### config.mk
export PLATFORM = sky130hd
export DESIGN_NAME = stpm_monitor
export DESIGN_NICKNAME = d
export VERILOG_FILES = /design/src/stpm_pkg.sv /design/src/stpm_monitor.sv
export SDC_FILE = /design/constraint.sdc
export NUM_CORES = 1
export LEC_CHECK = 0
export BUFFER_PORTS_ARGS = -buffer_cell sky130_fd_sc_hd__buf_2
export CORE_ASPECT_RATIO = 1.1
export CORE_MARGIN = 4
export CORE_UTILIZATION = 46
export DETAILED_ROUTE_END_ITERATION = 8
export PLACE_DENSITY_LB_ADDON = 0.12
export SYNTH_ARGS = -nofsm -noshare
export SYNTH_HDL_FRONTEND = slang
export SYNTH_SLANG_ARGS = --single-unit
### constraint.sdc
create_clock -name pclk -period 6.8 [get_ports pclk]
set_input_delay 0.68 -clock pclk [delete_from_list [all_inputs] [get_ports pclk]]
set_output_delay 0.68 -clock pclk [all_outputs]
set_load 0.01 [all_outputs]
### src/stpm_pkg.sv
// Package for the supply and thermal protection monitor.
// Assumes a 10 MHz APB clock; used by stpm_monitor and the bench.
package stpm_pkg;
  // Register byte offsets
  localparam logic [7:0] STPM_CTRL_OFS   = 8'h00;
  localparam logic [7:0] STPM_OVLIM_OFS  = 8'h04;
  localparam logic [7:0] STPM_VBAT_OFS   = 8'h08;
  localparam logic [7:0] STPM_STAGE_SUPPLY_OFS   = 8'h0C;
  localparam logic [7:0] STPM_TEMP_OFS   = 8'h10;
  localparam logic [7:0] STPM_FLAG_OFS   = 8'h14;
  localparam logic [7:0] STPM_MASK_OFS   = 8'h18;
  localparam logic [7:0] STPM_WMIN_OFS   = 8'h1C;
  localparam logic [7:0] STPM_WSTEP_OFS  = 8'h20;
  localparam logic [7:0] STPM_UVLIM_OFS  = 8'h24;
  localparam logic [7:0] STPM_OTLIM_OFS  = 8'h28;
  // Control field positions
  localparam int STPM_MODE_LSB   = 0;  // 2-bit operating mode
  localparam int STPM_BMODE_LSB  = 2;  // 2-bit battery mode
  localparam int STPM_PRIO_BIT   = 4;  // sampling priority
  localparam int STPM_OVDIS_BIT  = 5;  // ov_detect_disable
  localparam int STPM_RETRY_BIT  = 6;  // overtemp_retry_enable
  localparam int STPM_BOOST_BIT  = 7;  // boost_enable_bit
  localparam int STPM_STREAM_BIT = 8;  // stream voltages out
  // Reset values
  localparam logic [31:0] STPM_CTRL_RST  = 32'h0000_0080;
  localparam logic [1:0]  STPM_OVI_RST   = 2'h3;
  localparam logic [1:0]  STPM_OVE_RST   = 2'h1;
  localparam logic [23:0] STPM_WMIN_RST  = 24'h00_0069;  // 105 C
  localparam logic [23:0] STPM_WSTEP_RST = 24'h00_000A;  // 10 C
  localparam logic [11:0] STPM_UVB_RST   = 12'h0_0FA;    // 2.5 V in 10 mV
  localparam logic [11:0] STPM_UV2_RST   = 12'h0_1F4;
  localparam logic [11:0] STPM_UVP_RST   = 12'h0_0FA;
  localparam logic [11:0] STPM_OT_RST    = 12'h0_0A0;    // 160 C
  // Over-voltage limits in 10 mV: 13.5 14 15 16 V
  localparam logic [11:0] STPM_OV_135 = 12'h5_46;
  localparam logic [11:0] STPM_OV_140 = 12'h5_78;
  localparam logic [11:0] STPM_OV_150 = 12'h5_DC;
  localparam logic [11:0] STPM_OV_160 = 12'h6_40;
  // Sampling: favoured input gets this many slots per one of the other
  localparam logic [1:0] STPM_FAVOUR_SLOTS = 2'h3;
  // Retry wait
  localparam real STPM_RETRY_S   = 1.5;
  localparam real STPM_CLK_HZ    = 10.0e6;
  localparam int  STPM_RETRY_CYC = int'(STPM_RETRY_S * STPM_CLK_HZ);
  // Flag bit positions
  localparam int STPM_F_BUV  = 0;
  localparam int STPM_F_POV  = 1;
  localparam int STPM_F_PUV  = 2;
  localparam int STPM_F_B2UV = 3;
  localparam int STPM_F_OT   = 4;
  localparam int STPM_F_W0   = 5;  // warnings 5..8
  localparam int STPM_NFLAG  = 9;
  typedef enum logic [1:0] {STPM_MODE_ACTIVE, STPM_MODE_MUTE, STPM_MODE_SHDN, STPM_MODE_AUTO} stpm_mode_t;
endpackage

### src/stpm_monitor.sv
// Supply and thermal protection monitor: converter sequencing, faults,
// warnings, latched flags, interrupt, APB registers.
// Assumes converter results arrive synchronous to pclk with a valid strobe.
`timescale 1ns/100ps
module stpm_monitor
  import stpm_pkg::*;
#(
  parameter int RETRY_CYCLES = STPM_RETRY_CYC
) (
  input  wire logic        pclk,
  input  wire logic        presetn,
  input  wire logic        psel,
  input  wire logic        penable,
  input  wire logic        pwrite,
  input  wire logic [7:0]  paddr,
  input  wire logic [31:0] pwdata,
  output logic      [31:0] prdata,
  output logic             pready,
  output logic             pslverr,
  input  wire logic        conv_valid,
  input  wire logic [11:0] conv_data,
  input  wire logic        temp_valid,
  input  wire logic [11:0] temp_data,
  output logic             conv_start,
  output logic [1:0]       conv_channel,
  output logic             shutdown,
  output logic             interrupt_out_n,
  output logic             tx_voltage_valid,
  output logic [23:0]      tx_voltage_word
);
  localparam int RCW = $clog2(RETRY_CYCLES + 1);
  // Channel codes: 0 main battery pin, 1 sense pin, 2 stage supply
  localparam logic [1:0] CH_BAT  = 2'h0;
  localparam logic [1:0] CH_SNS  = 2'h1;
  localparam logic [1:0] CH_STAGE_SUPPLY = 2'h2;

  logic [31:0] ctrl;
  logic [1:0]  ov_limit_internal_boost;
  logic [1:0]  ov_limit_external_supply;
  logic [11:0] battery_voltage_result;
  logic [11:0] stage_supply_result;
  logic [11:0] junction_temp_result;
  logic [STPM_NFLAG-1:0] flags;
  logic [STPM_NFLAG-1:0] mask;
  logic [23:0] warn_min;
  logic [23:0] warn_step;
  logic [11:0] uv_bat;
  logic [11:0] uv_bat2;
  logic [11:0] uv_stage_supply;
  logic [11:0] ot_limit;
  logic [1:0]  slot_cnt;
  logic        busy;
  logic [RCW-1:0] retry_cnt;
  logic        retry_fire;
  logic [STPM_NFLAG-1:0] events;
  logic [11:0] ov_limit;
  logic [1:0]  bmode;
  logic        wr_en;
  logic        rd_en;
  logic        wr_mode;

  assign bmode   = ctrl[STPM_BMODE_LSB +: 2];
  assign wr_en   = psel & penable & pwrite;
  assign rd_en   = psel & penable & ~pwrite;
  assign wr_mode = wr_en && (paddr == STPM_CTRL_OFS);
  assign pready  = 1'b1;

  // Limit selection follows supply mode
  always_comb begin
    logic [1:0] sel;
    sel = ctrl[STPM_BOOST_BIT] ? ov_limit_internal_boost : ov_limit_external_supply;
    case (sel)
      2'h0:    ov_limit = STPM_OV_135;
      2'h1:    ov_limit = STPM_OV_140;
      2'h2:    ov_limit = STPM_OV_150;
      default: ov_limit = STPM_OV_160;
    endcase
  end

  // Fault events from the latest results; warnings are decoded separately below
  always_comb begin
    events = '0;
    if (conv_valid && conv_channel != CH_STAGE_SUPPLY) begin
      events[STPM_F_BUV]  = (bmode != 2'h2) && (conv_data < uv_bat);
      events[STPM_F_B2UV] = (bmode == 2'h2) && (conv_data < uv_bat2);
    end
    if (conv_valid && conv_channel == CH_STAGE_SUPPLY) begin
      events[STPM_F_POV] = !ctrl[STPM_OVDIS_BIT] && (conv_data > ov_limit);
      events[STPM_F_PUV] = conv_data < uv_stage_supply;
    end
    if (temp_valid) begin
      events[STPM_F_OT] = temp_data > ot_limit;
    end
  end

  // Warning thresholds min + k*step, width kept at 24 bits
  for (genvar k = 0; k < 4; k++) begin : g_warn
    logic [23:0] thr;
    assign thr = warn_min + 24'(k) * warn_step;
  end
  logic [3:0] warn_hit;
  for (genvar k = 0; k < 4; k++) begin : g_whit
    assign warn_hit[k] = temp_valid && ({12'h000, temp_data} >= g_warn[k].thr);
  end

  // Converter sequencing: favoured input gets three slots per other
  always_ff @(posedge pclk or negedge presetn) begin
    if (!presetn) begin
      busy         <= 1'b0;
      slot_cnt     <= '0;
      conv_channel <= CH_BAT;
      conv_start   <= 1'b0;
    end else begin
      conv_start <= 1'b0;
      if (!busy) begin
        logic fav_bat;
        fav_bat = !ctrl[STPM_PRIO_BIT];
        busy       <= 1'b1;
        conv_start <= 1'b1;
        if ((slot_cnt == STPM_FAVOUR_SLOTS) ^ !fav_bat) begin
          conv_channel <= CH_STAGE_SUPPLY;
        end else begin
          conv_channel <= (bmode == 2'h0) ? CH_BAT : CH_SNS;
        end
        slot_cnt <= (slot_cnt == STPM_FAVOUR_SLOTS) ? 2'h0 : slot_cnt + 2'h1;
      end else if (conv_valid) begin
        busy <= 1'b0;
      end
    end
  end

  // Result registers
  always_ff @(posedge pclk or negedge presetn) begin
    if (!presetn) begin
      battery_voltage_result <= '0;
      stage_supply_result    <= '0;
      junction_temp_result   <= '0;
      tx_voltage_valid       <= 1'b0;
      tx_voltage_word        <= '0;
    end else begin
      tx_voltage_valid <= 1'b0;
      if (conv_valid && conv_channel == CH_STAGE_SUPPLY) stage_supply_result <= conv_data;
      if (conv_valid && conv_channel != CH_STAGE_SUPPLY) battery_voltage_result <= conv_data;
      if (temp_valid) junction_temp_result <= temp_data;
      if (conv_valid && ctrl[STPM_STREAM_BIT]) begin
        tx_voltage_valid <= 1'b1;
        tx_voltage_word  <= {8'h00, 2'h0, conv_channel, conv_data};
      end
    end
  end

  // Latched flags: set beats clear
  always_ff @(posedge pclk or negedge presetn) begin
    if (!presetn) begin
      flags <= '0;
    end else begin
      logic [STPM_NFLAG-1:0] clr;
      clr = (wr_en && paddr == STPM_FLAG_OFS) ? pwdata[STPM_NFLAG-1:0] : '0;
      flags <= (flags & ~clr) | events | {warn_hit, 5'h00};
    end
  end

  // Shutdown: faults force it, host write or retry timer lifts it
  always_ff @(posedge pclk or negedge presetn) begin
    if (!presetn) begin
      shutdown <= 1'b0;
    end else if (|events[STPM_F_OT:0]) begin
      shutdown <= 1'b1;
    end else if (wr_mode && pwdata[STPM_MODE_LSB +: 2] != 2'h2) begin
      shutdown <= 1'b0;
    end else if (retry_fire) begin
      shutdown <= 1'b0;
    end
  end

  // Retry timer runs only while shut down by over-temperature
  always_ff @(posedge pclk or negedge presetn) begin
    if (!presetn) begin
      retry_cnt <= '0;
    end else if (shutdown && flags[STPM_F_OT] && ctrl[STPM_RETRY_BIT]) begin
      retry_cnt <= retry_fire ? '0 : retry_cnt + RCW'(1);
    end else begin
      retry_cnt <= '0;
    end
  end
  assign retry_fire = (retry_cnt == RCW'(RETRY_CYCLES - 1)) && !events[STPM_F_OT];

  // Interrupt output registered; low while unmasked flag set
  always_ff @(posedge pclk or negedge presetn) begin
    if (!presetn) interrupt_out_n <= 1'b1;
    else interrupt_out_n <= ~|(flags & mask);
  end

  // Configuration writes
  always_ff @(posedge pclk or negedge presetn) begin
    if (!presetn) begin
      ctrl                     <= STPM_CTRL_RST;
      ov_limit_internal_boost  <= STPM_OVI_RST;
      ov_limit_external_supply <= STPM_OVE_RST;
      mask     <= '0;
      warn_min <= STPM_WMIN_RST;
      warn_step <= STPM_WSTEP_RST;
      uv_bat   <= STPM_UVB_RST;
      uv_bat2  <= STPM_UV2_RST;
      uv_stage_supply  <= STPM_UVP_RST;
      ot_limit <= STPM_OT_RST;
    end else if (wr_en) begin
      case (paddr)
        STPM_CTRL_OFS:  ctrl <= {23'h0, pwdata[8:0]};
        STPM_OVLIM_OFS: begin
          ov_limit_internal_boost  <= pwdata[1:0];
          ov_limit_external_supply <= pwdata[3:2];
        end
        STPM_MASK_OFS:  mask <= pwdata[STPM_NFLAG-1:0];
        STPM_WMIN_OFS:  warn_min <= pwdata[23:0];
        STPM_WSTEP_OFS: warn_step <= pwdata[23:0];
        STPM_UVLIM_OFS: begin
          uv_bat  <= pwdata[11:0];
          uv_stage_supply <= pwdata[27:16];
        end
        STPM_OTLIM_OFS: begin
          ot_limit <= pwdata[11:0];
          uv_bat2  <= pwdata[27:16];
        end
        default: ;
      endcase
    end
  end

  // Read mux, registered data
  always_ff @(posedge pclk or negedge presetn) begin
    if (!presetn) begin
      prdata  <= '0;
      pslverr <= 1'b0;
    end else begin
      pslverr <= 1'b0;
      if (psel && !penable && !pwrite) begin
        case (paddr)
          STPM_CTRL_OFS:  prdata <= ctrl;
          STPM_OVLIM_OFS: prdata <= {28'h0, ov_limit_external_supply, ov_limit_internal_boost};
          STPM_VBAT_OFS:  prdata <= {20'h0, battery_voltage_result};
          STPM_STAGE_SUPPLY_OFS:  prdata <= {20'h0, stage_supply_result};
          STPM_TEMP_OFS:  prdata <= {20'h0, junction_temp_result};
          STPM_FLAG_OFS:  prdata <= {23'h0, flags};
          STPM_MASK_OFS:  prdata <= {23'h0, mask};
          STPM_WMIN_OFS:  prdata <= {8'h00, warn_min};
          STPM_WSTEP_OFS: prdata <= {8'h00, warn_step};
          STPM_UVLIM_OFS: prdata <= {4'h0, uv_stage_supply, 4'h0, uv_bat};
          STPM_OTLIM_OFS: prdata <= {4'h0, uv_bat2, 4'h0, ot_limit};
          default:        prdata <= '0;
        endcase
      end
    end
  end
  logic unused_rd;
  assign unused_rd = rd_en;
endmodule

After elaboration in Yosys (flattened, before gate mapping)
Cells that the tools add are included.
- bitwise gates (word level): 8
- $add $sub $neg: 5
- equality and inequality tests: 19
- reductions and logical operators: 36
- multiplexer cells: 20
- magnitude comparators: 9
- $mul: 1
- operators by type and width (cell ; count):
    case mux 28 bit (11 select lines) ; 1
    >= comparator 12 x 24 -> 1 bit ; 4
    adder 24 bit ; 3
    2-to-1 mux 24 bit ; 2
    less-than comparator 12 bit ; 3
    == test 8 x 5 -> 1 bit, second input constant ; 4
    case mux 10 bit (3 select lines) ; 1
    adder 24 x 1 -> 24 bit, second input constant ; 1
    == test 24 bit, second input constant ; 1
    == test 8 x 6 -> 1 bit, second input constant ; 3
    > comparator 12 bit ; 2
    multiplier 2 x 24 -> 24 bit, first input constant ; 1
    AND 9 bit ; 2
    logical AND 1 bit ; 18
    == test 8 x 4 -> 1 bit, second input constant ; 2
    AND reduction 2 bit ; 7
    2-to-1 mux 1 bit ; 11
    2-to-1 mux 9 bit ; 1
    inverter 9 bit ; 1
    bitwise OR 9 x 5 -> 9 bit ; 1
    bitwise OR 9 bit ; 1
    OR reduction 9 bit ; 1
    == test 2 bit, second input constant ; 4
    == test 8 x 3 -> 1 bit, second input constant ; 1
    other kinds (11) ; 22
- output and inout port bits: 64
- logic and storage cells: 122
- input bits: 71
- flip-flop bits (word level): 242

Longest topological paths before layout
- word-level depth: 8
- gate-level depth with buffers: 19
- gate-level depth less buffers: 19

Worst setup path before layout
Ideal clock, no wire load.
- path type: reg-to-reg
- from: register warn_step[1]
- to: register flags[8]
- stages on the path, launching flop included: 19
- setup time: 110 ps
- setup slack: 2839 ps
- data required time: 6690 ps
- buffers on the path: 0
- data arrival time: 3851 ps
- clock period less this slack: 3961 ps
- path through: dfstp_2 -> fa_1 -> ha_1 -> fa_1 -> a21oi_1 -> o221a_2 -> o21bai_1 -> a21o_1 -> a21oi_1 -> xor2_1 -> ha_1 -> o2111ai_1 -> nand2_1 -> o2111ai_1 -> nor3_1 -> o21ai_0 -> nor4_1 -> nand4_1 -> o41ai_1
- longest elaborated chain between the ends: 5
- ends and longest elaborated chain (what ; line ; text):
    start: declaration ; stpm_monitor.sv:46 ; logic [23:0] warn_step;
    start signal: assignment ; stpm_monitor.sv:216 ; STPM_WSTEP_OFS: warn_step <= pwdata[23:0];
    multiplier 2 x 24 -> 24 bit ; stpm_monitor.sv:99 ; assign thr = warn_min + 24'(k) * warn_step;
    adder 24 bit ; stpm_monitor.sv:99 ;
    >= comparator 12 x 24 -> 1 bit ; stpm_monitor.sv:103 ; assign warn_hit[k] = temp_valid && ({12'h000, temp_data} >= g_warn[k].thr);
    logical AND 1 bit ; stpm_monitor.sv:103 ;
    bitwise OR 9 bit ; stpm_monitor.sv:159 ; flags <= (flags & ~clr) | events | {warn_hit, 5'h00};
    end signal: assignment ; stpm_monitor.sv:159 ;
    end: declaration ; stpm_monitor.sv:43 ; logic [STPM_NFLAG-1:0] flags;
Every way passes these cells.
A chain may end at the register's enable or synchronous reset.

Final worst setup path
Ends and elaborated chain as after synthesis.

==> run summary <==
POWER AND IR DROP
-----------------------------------------------------------------------------------------------
Fraction of power consumed by sequential logic                                            45.9%
Total power draw                                                                        3.44 mW
Reported net switching power                                                             862 µW
Clock group share of total power                                                          42.7%
Power density normalized to cell area                                                187 nW/µm²
Pleak                                                                                   8.59 nW
Worst VDD drop                                                                           222 µV
Combinational share of power                                                              11.4%
Internal Dissipation                                                                    2.58 mW
Sw frac                                                                                   25.1%

CLOCK NETWORK
-----------------------------------------------------------------------------------------------
Clock input transition at the sequential cells of the worst setup and hold paths          70 ps
Maximum root-to-sink buffer count                                                             3
Quantity of hold-fixing buffers added after cts                                               0
CTS root buffer                                                                    sky130_fd_sc_hd__clkbuf_16
Resized cells post-CTS                                                                        0
TritonCTS clock tree                                                                       done
Number of buffers inserted by post-CTS setup repair                                           0
Clock buffers created by TritonCTS                                                           24
Number of clock sinks                                                                       238
Insertion delay to the later sink of the worst-skew pair                                 530 ps
H-tree levels                                                                                 1

LOGIC SYNTHESIS
-----------------------------------------------------------------------------------------------
Area share of the largest cell type after synthesis                                       31.5%
Number of warnings printed during yosys synthesis                                             0
Top post-synthesis cells by area                                                   sky130_fd_sc_hd__dfrtp_1 31%, sky130_fd_sc_hd__ha_1 13%, sky130_fd_sc_hd__mux2_2 11%, sky130_fd_sc_hd__dfstp_2 4.9%, sky130_fd_sc_hd__fa_1 3.0%
Most instantiated library cell after synthesis                                     sky130_fd_sc_hd__dfrtp_1
Ranking of synthesized cells by instance count                                     207 x sky130_fd_sc_hd__dfrtp_1, 172 x sky130_fd_sc_hd__ha_1, 166 x sky130_fd_sc_hd__mux2_2
Number of synthesized flops with an enable pin                                                0
Portion of the post-synthesis area used by sequential elements                            36.4%
Cells after Synth                                                                          1619
Netlist area before placement                                                         16500 µm²
Synth Area per Inst                                                                    10.2 µm²
Cell taking the most area after synthesis                                          sky130_fd_sc_hd__dfrtp_1
Commonest register cell after synthesis                                            sky130_fd_sc_hd__dfrtp_1
Number of distinct library cells after synthesis                                             76
Register bit total from synthesis                                                           238
FFs w/ async S/R, synth                                                                    100%

FLOORPLAN
-----------------------------------------------------------------------------------------------
DIE WIDTH                                                                                188 µm
Top Ports                                                                                   135
DIE AREA                                                                              38900 µm²
Num rows                                                                                     72
Std-Cell Core Area                                                                    35200 µm²
Initial core utilization                                                                  46.7%
Overall die height                                                                       206 µm

DETAILED ROUTING
-----------------------------------------------------------------------------------------------
Via total after detailed routing                                                          13100
Post-route ant nets                                                                           0
Post-detailed-route wirelength per cell                                                 21.3 µm
Initial drt markers                                                                         899
DR DRC count                                                                                  0
Total length of routed wires                                                           47200 µm
Via density per instance                                                                   5.88
First-pass detailed-route iteration total                                                     6

PLACEMENT
-----------------------------------------------------------------------------------------------
Final Wtd Congestion                                                                      0.860
Post-detail-place hpwl                                                                 35700 µm
Area post-placement                                                                   17500 µm²
Number of port buffers                                                                      114
Placement Setup Slack                                                                   2370 ps

GLOBAL ROUTE
-----------------------------------------------------------------------------------------------
Largest net degree at the start of global routing                                           172
Leftover overflow at the end of global routing                                                0
Initial antenna violation count                                                               0
GRT Util Overall                                                                          23.9%
Global-route wire length before repair                                                 74100 µm
Number of global-route vias before repair                                                 13200

MIN PATH
-----------------------------------------------------------------------------------------------
Worst min path class                                                                in -> async

STA
-----------------------------------------------------------------------------------------------
Max Transition Viols Final                                                                    0
Accumulated negative setup slack                                                           0 ps
Post-route clock skew                                                                   15.6 ps
Worst-margin pin slew                                                                   1210 ps
Post-layout minimum cycle time                                                          4430 ps
Headroom to the max-slew limit                                                            19.3%
RSZ-0062 raised after global routing                                                      false
Hold_ws                                                                                  115 ps
Final Hold Viols                                                                              0
Ratio of final minimum period to clock period                                             65.2%
Final WS setup                                                                          2370 ps
Final setup viols                                                                             0
Peak clock frequency supported by timing                                                226 MHz

FINISH
-----------------------------------------------------------------------------------------------
Count of nets after finishing                                                              1989
Antenna Diode Count                                                                           0
Area delta synth->final                                                                   11.6%
Final design area excluding fillers                                                   18400 µm²
Share of cells above drive strength 1                                                     21.9%

CRITICAL PATH
-----------------------------------------------------------------------------------------------
Crit path required time                                                                 7220 ps
Maximum fanout count along the critical path                                                  8
Crit-path cells                                                                    fa_1 > ha_1 > fa_1 > a21oi_1 > o221a_2 > o21bai_1 > a21o_1 > a21oi_1 > xor2_1 > ha_1 > o2111ai_1 > nand2_1 > o2111ai_1 > nor3_1 > o21ai_0 > nor4_1 > nand4_1 > o41ai_1
Worst setup path class                                                               reg -> reg
Endpoint class of the critical path                                                   flip-flop
Worst setup SP type                                                                   flip-flop
Data arrival time of the worst path                                                     4850 ps
Beginning of the worst register-to-register path                                   warn_step[1]$_DFFE_PN1P_
Cell with the largest stage delay on the worst path                                sky130_fd_sc_hd__dfstp_2
Worst-case register-to-register setup slack                                             2370 ps
Max stage delay on crit path                                                             680 ps
Worst setup path start                                                             warn_step[1]$_DFFE_PN1P_
Reg-to-Reg End                                                                     flags[8]$_DFF_PN0_
Cell family with the largest share of critical-path delay                          compound AO/OA/AOI/OAI gates
R2r worst-path depth                                                                         18
Count of buffer and inverter cells on the critical path                                       0
Critical Path Stages                                                                         18
Capturing element of the worst setup path                                          flags[8]$_DFF_PN0_

RUN
-----------------------------------------------------------------------------------------------
Max-cap violation count                                                                       0

STATUS
-----------------------------------------------------------------------------------------------
Result of the run                                                                  finished clean

per-layer routing:
layer,share of wire [%],vias to the layer above,track usage (%),wire (µm)
met5,0,-,0,0
met2,48,304,41.3,22900
met1,45,6533,32.5,21200
met3,4.9,54,3.06,2300
li1,-,6172,-,-
met4,1.7,0,4.97,818
stage by stage:
step,cells,util (%)
finish,2220,52.2
floorplan,1633,-
global route,2220,52.2
detailed placement,2176,49.7
CTS,2220,52.2
global placement,2176,49.7
cell usage in the layout, fill, tap and decap left out, types with 10 or more instances in the layout:
cell / n
sky130_fd_sc_hd__nand2b_1: 18
sky130_fd_sc_hd__nand3_1: 34
sky130_fd_sc_hd__nor2b_1: 11
sky130_fd_sc_hd__nor4_1: 11
sky130_fd_sc_hd__inv_1: 100
sky130_fd_sc_hd__a22oi_1: 32
sky130_fd_sc_hd__conb_1: 16
sky130_fd_sc_hd__mux2_2: 166
sky130_fd_sc_hd__nor2_1: 83
sky130_fd_sc_hd__fa_1: 25
sky130_fd_sc_hd__nor3_1: 17
sky130_fd_sc_hd__o21ai_0: 73
sky130_fd_sc_hd__a221oi_1: 25
sky130_fd_sc_hd__nand4_1: 19
sky130_fd_sc_hd__buf_4: 10
sky130_fd_sc_hd__a211oi_1: 15
sky130_fd_sc_hd__o21a_1: 10
sky130_fd_sc_hd__a21oi_1: 81
sky130_fd_sc_hd__dfrtp_1: 207
sky130_fd_sc_hd__a31oi_1: 18
sky130_fd_sc_hd__buf_2: 113
sky130_fd_sc_hd__a21o_1: 56
sky130_fd_sc_hd__xor2_1: 29
sky130_fd_sc_hd__and3_1: 15
sky130_fd_sc_hd__nand2_1: 112
sky130_fd_sc_hd__xnor2_1: 36
sky130_fd_sc_hd__clkbuf_16: 25
sky130_fd_sc_hd__ha_1: 172
sky130_fd_sc_hd__o21ai_1: 11
sky130_fd_sc_hd__a22o_1: 22
sky130_fd_sc_hd__dfstp_2: 31
registers in the layout (all words and copies together), names as in the netlist, 12 cells and up:
register and flops:
battery_voltage_result 12, uv_stage_supply 12, uv_bat2 12, prdata 28, tx_voltage_word 14, warn_min 24
warn_step 24, stage_supply_result 12, junction_temp_result 12, uv_bat 12, retry_cnt 24, ot_limit 12
cells by family after synthesis:
group | after synthesis | synth area share [%]
compound gates | 423 | 17.6
simple gates | 361 | 10.7
flops | 238 | 36.4
fa+ha+maj | 197 | 16.1
mux | 170 | 11.6
buf+inv | 163 | 4.10
xor+xnor | 65 | 3.46
other cells | 2 | 0.0456
final cells by class:
class                   instances  area [µm²]
clock inverters                12         191
clock buffers                  32         682
fillers                      3212       16800
multi-input cells            1232        9860
well taps                     481         602
inverters                     100         375
flip-flops and latches        238        5990
repair buffers                125         676
power by group through the flow:
stage / Sequential, mW / Clock (mW) / Combinational (mW)
3_5_place_dp: 1.60 / 0 / 0.394
3_3_place_gp: 1.60 / 0 / 0.384
5_1_grt: 1.59 / 1.55 / 0.442
4_1_cts: 1.58 / 1.50 / 0.396
2_1_floorplan: 1.58 / 0 / 0.242
6_report: 1.58 / 1.47 / 0.391
worst reg2reg max path, cell delays in order, from the launching register on:
cell and delay [ps]:
sky130_fd_sc_hd__dfstp_2 680, sky130_fd_sc_hd__fa_1 460, sky130_fd_sc_hd__ha_1 220, sky130_fd_sc_hd__fa_1 420, sky130_fd_sc_hd__a21oi_1 270, sky130_fd_sc_hd__o221a_2 310, sky130_fd_sc_hd__o21bai_1 110, sky130_fd_sc_hd__a21o_1 190
sky130_fd_sc_hd__a21oi_1 160, sky130_fd_sc_hd__xor2_1 90, sky130_fd_sc_hd__ha_1 300, sky130_fd_sc_hd__o2111ai_1 130, sky130_fd_sc_hd__nand2_1 100, sky130_fd_sc_hd__o2111ai_1 110, sky130_fd_sc_hd__nor3_1 140, sky130_fd_sc_hd__o21ai_0 100
sky130_fd_sc_hd__nor4_1 180, sky130_fd_sc_hd__nand4_1 130, sky130_fd_sc_hd__o41ai_1 250
worst min path at each step:
| stage | start | end | slack (ps) |
|---|---|---|---|
| 2_1_floorplan | presetn | battery_voltage_result[0]$_DFFE_PN0P_ | 380 |
| 3_3_place_gp | prdata[1]$_DFFE_PN0P_ | prdata[1]$_DFFE_PN0P_ | 460 |
| 3_5_place_dp | prdata[3]$_DFFE_PN0P_ | prdata[3]$_DFFE_PN0P_ | 460 |
| 4_1_cts | presetn | warn_step[5]$_DFFE_PN0P_ | 110 |
| 5_1_grt | presetn | retry_cnt[19]$_DFF_PN0_ | 140 |
| 6_report | presetn | retry_cnt[16]$_DFF_PN0_ | 120 |
(Power assumes the default switching activity.)
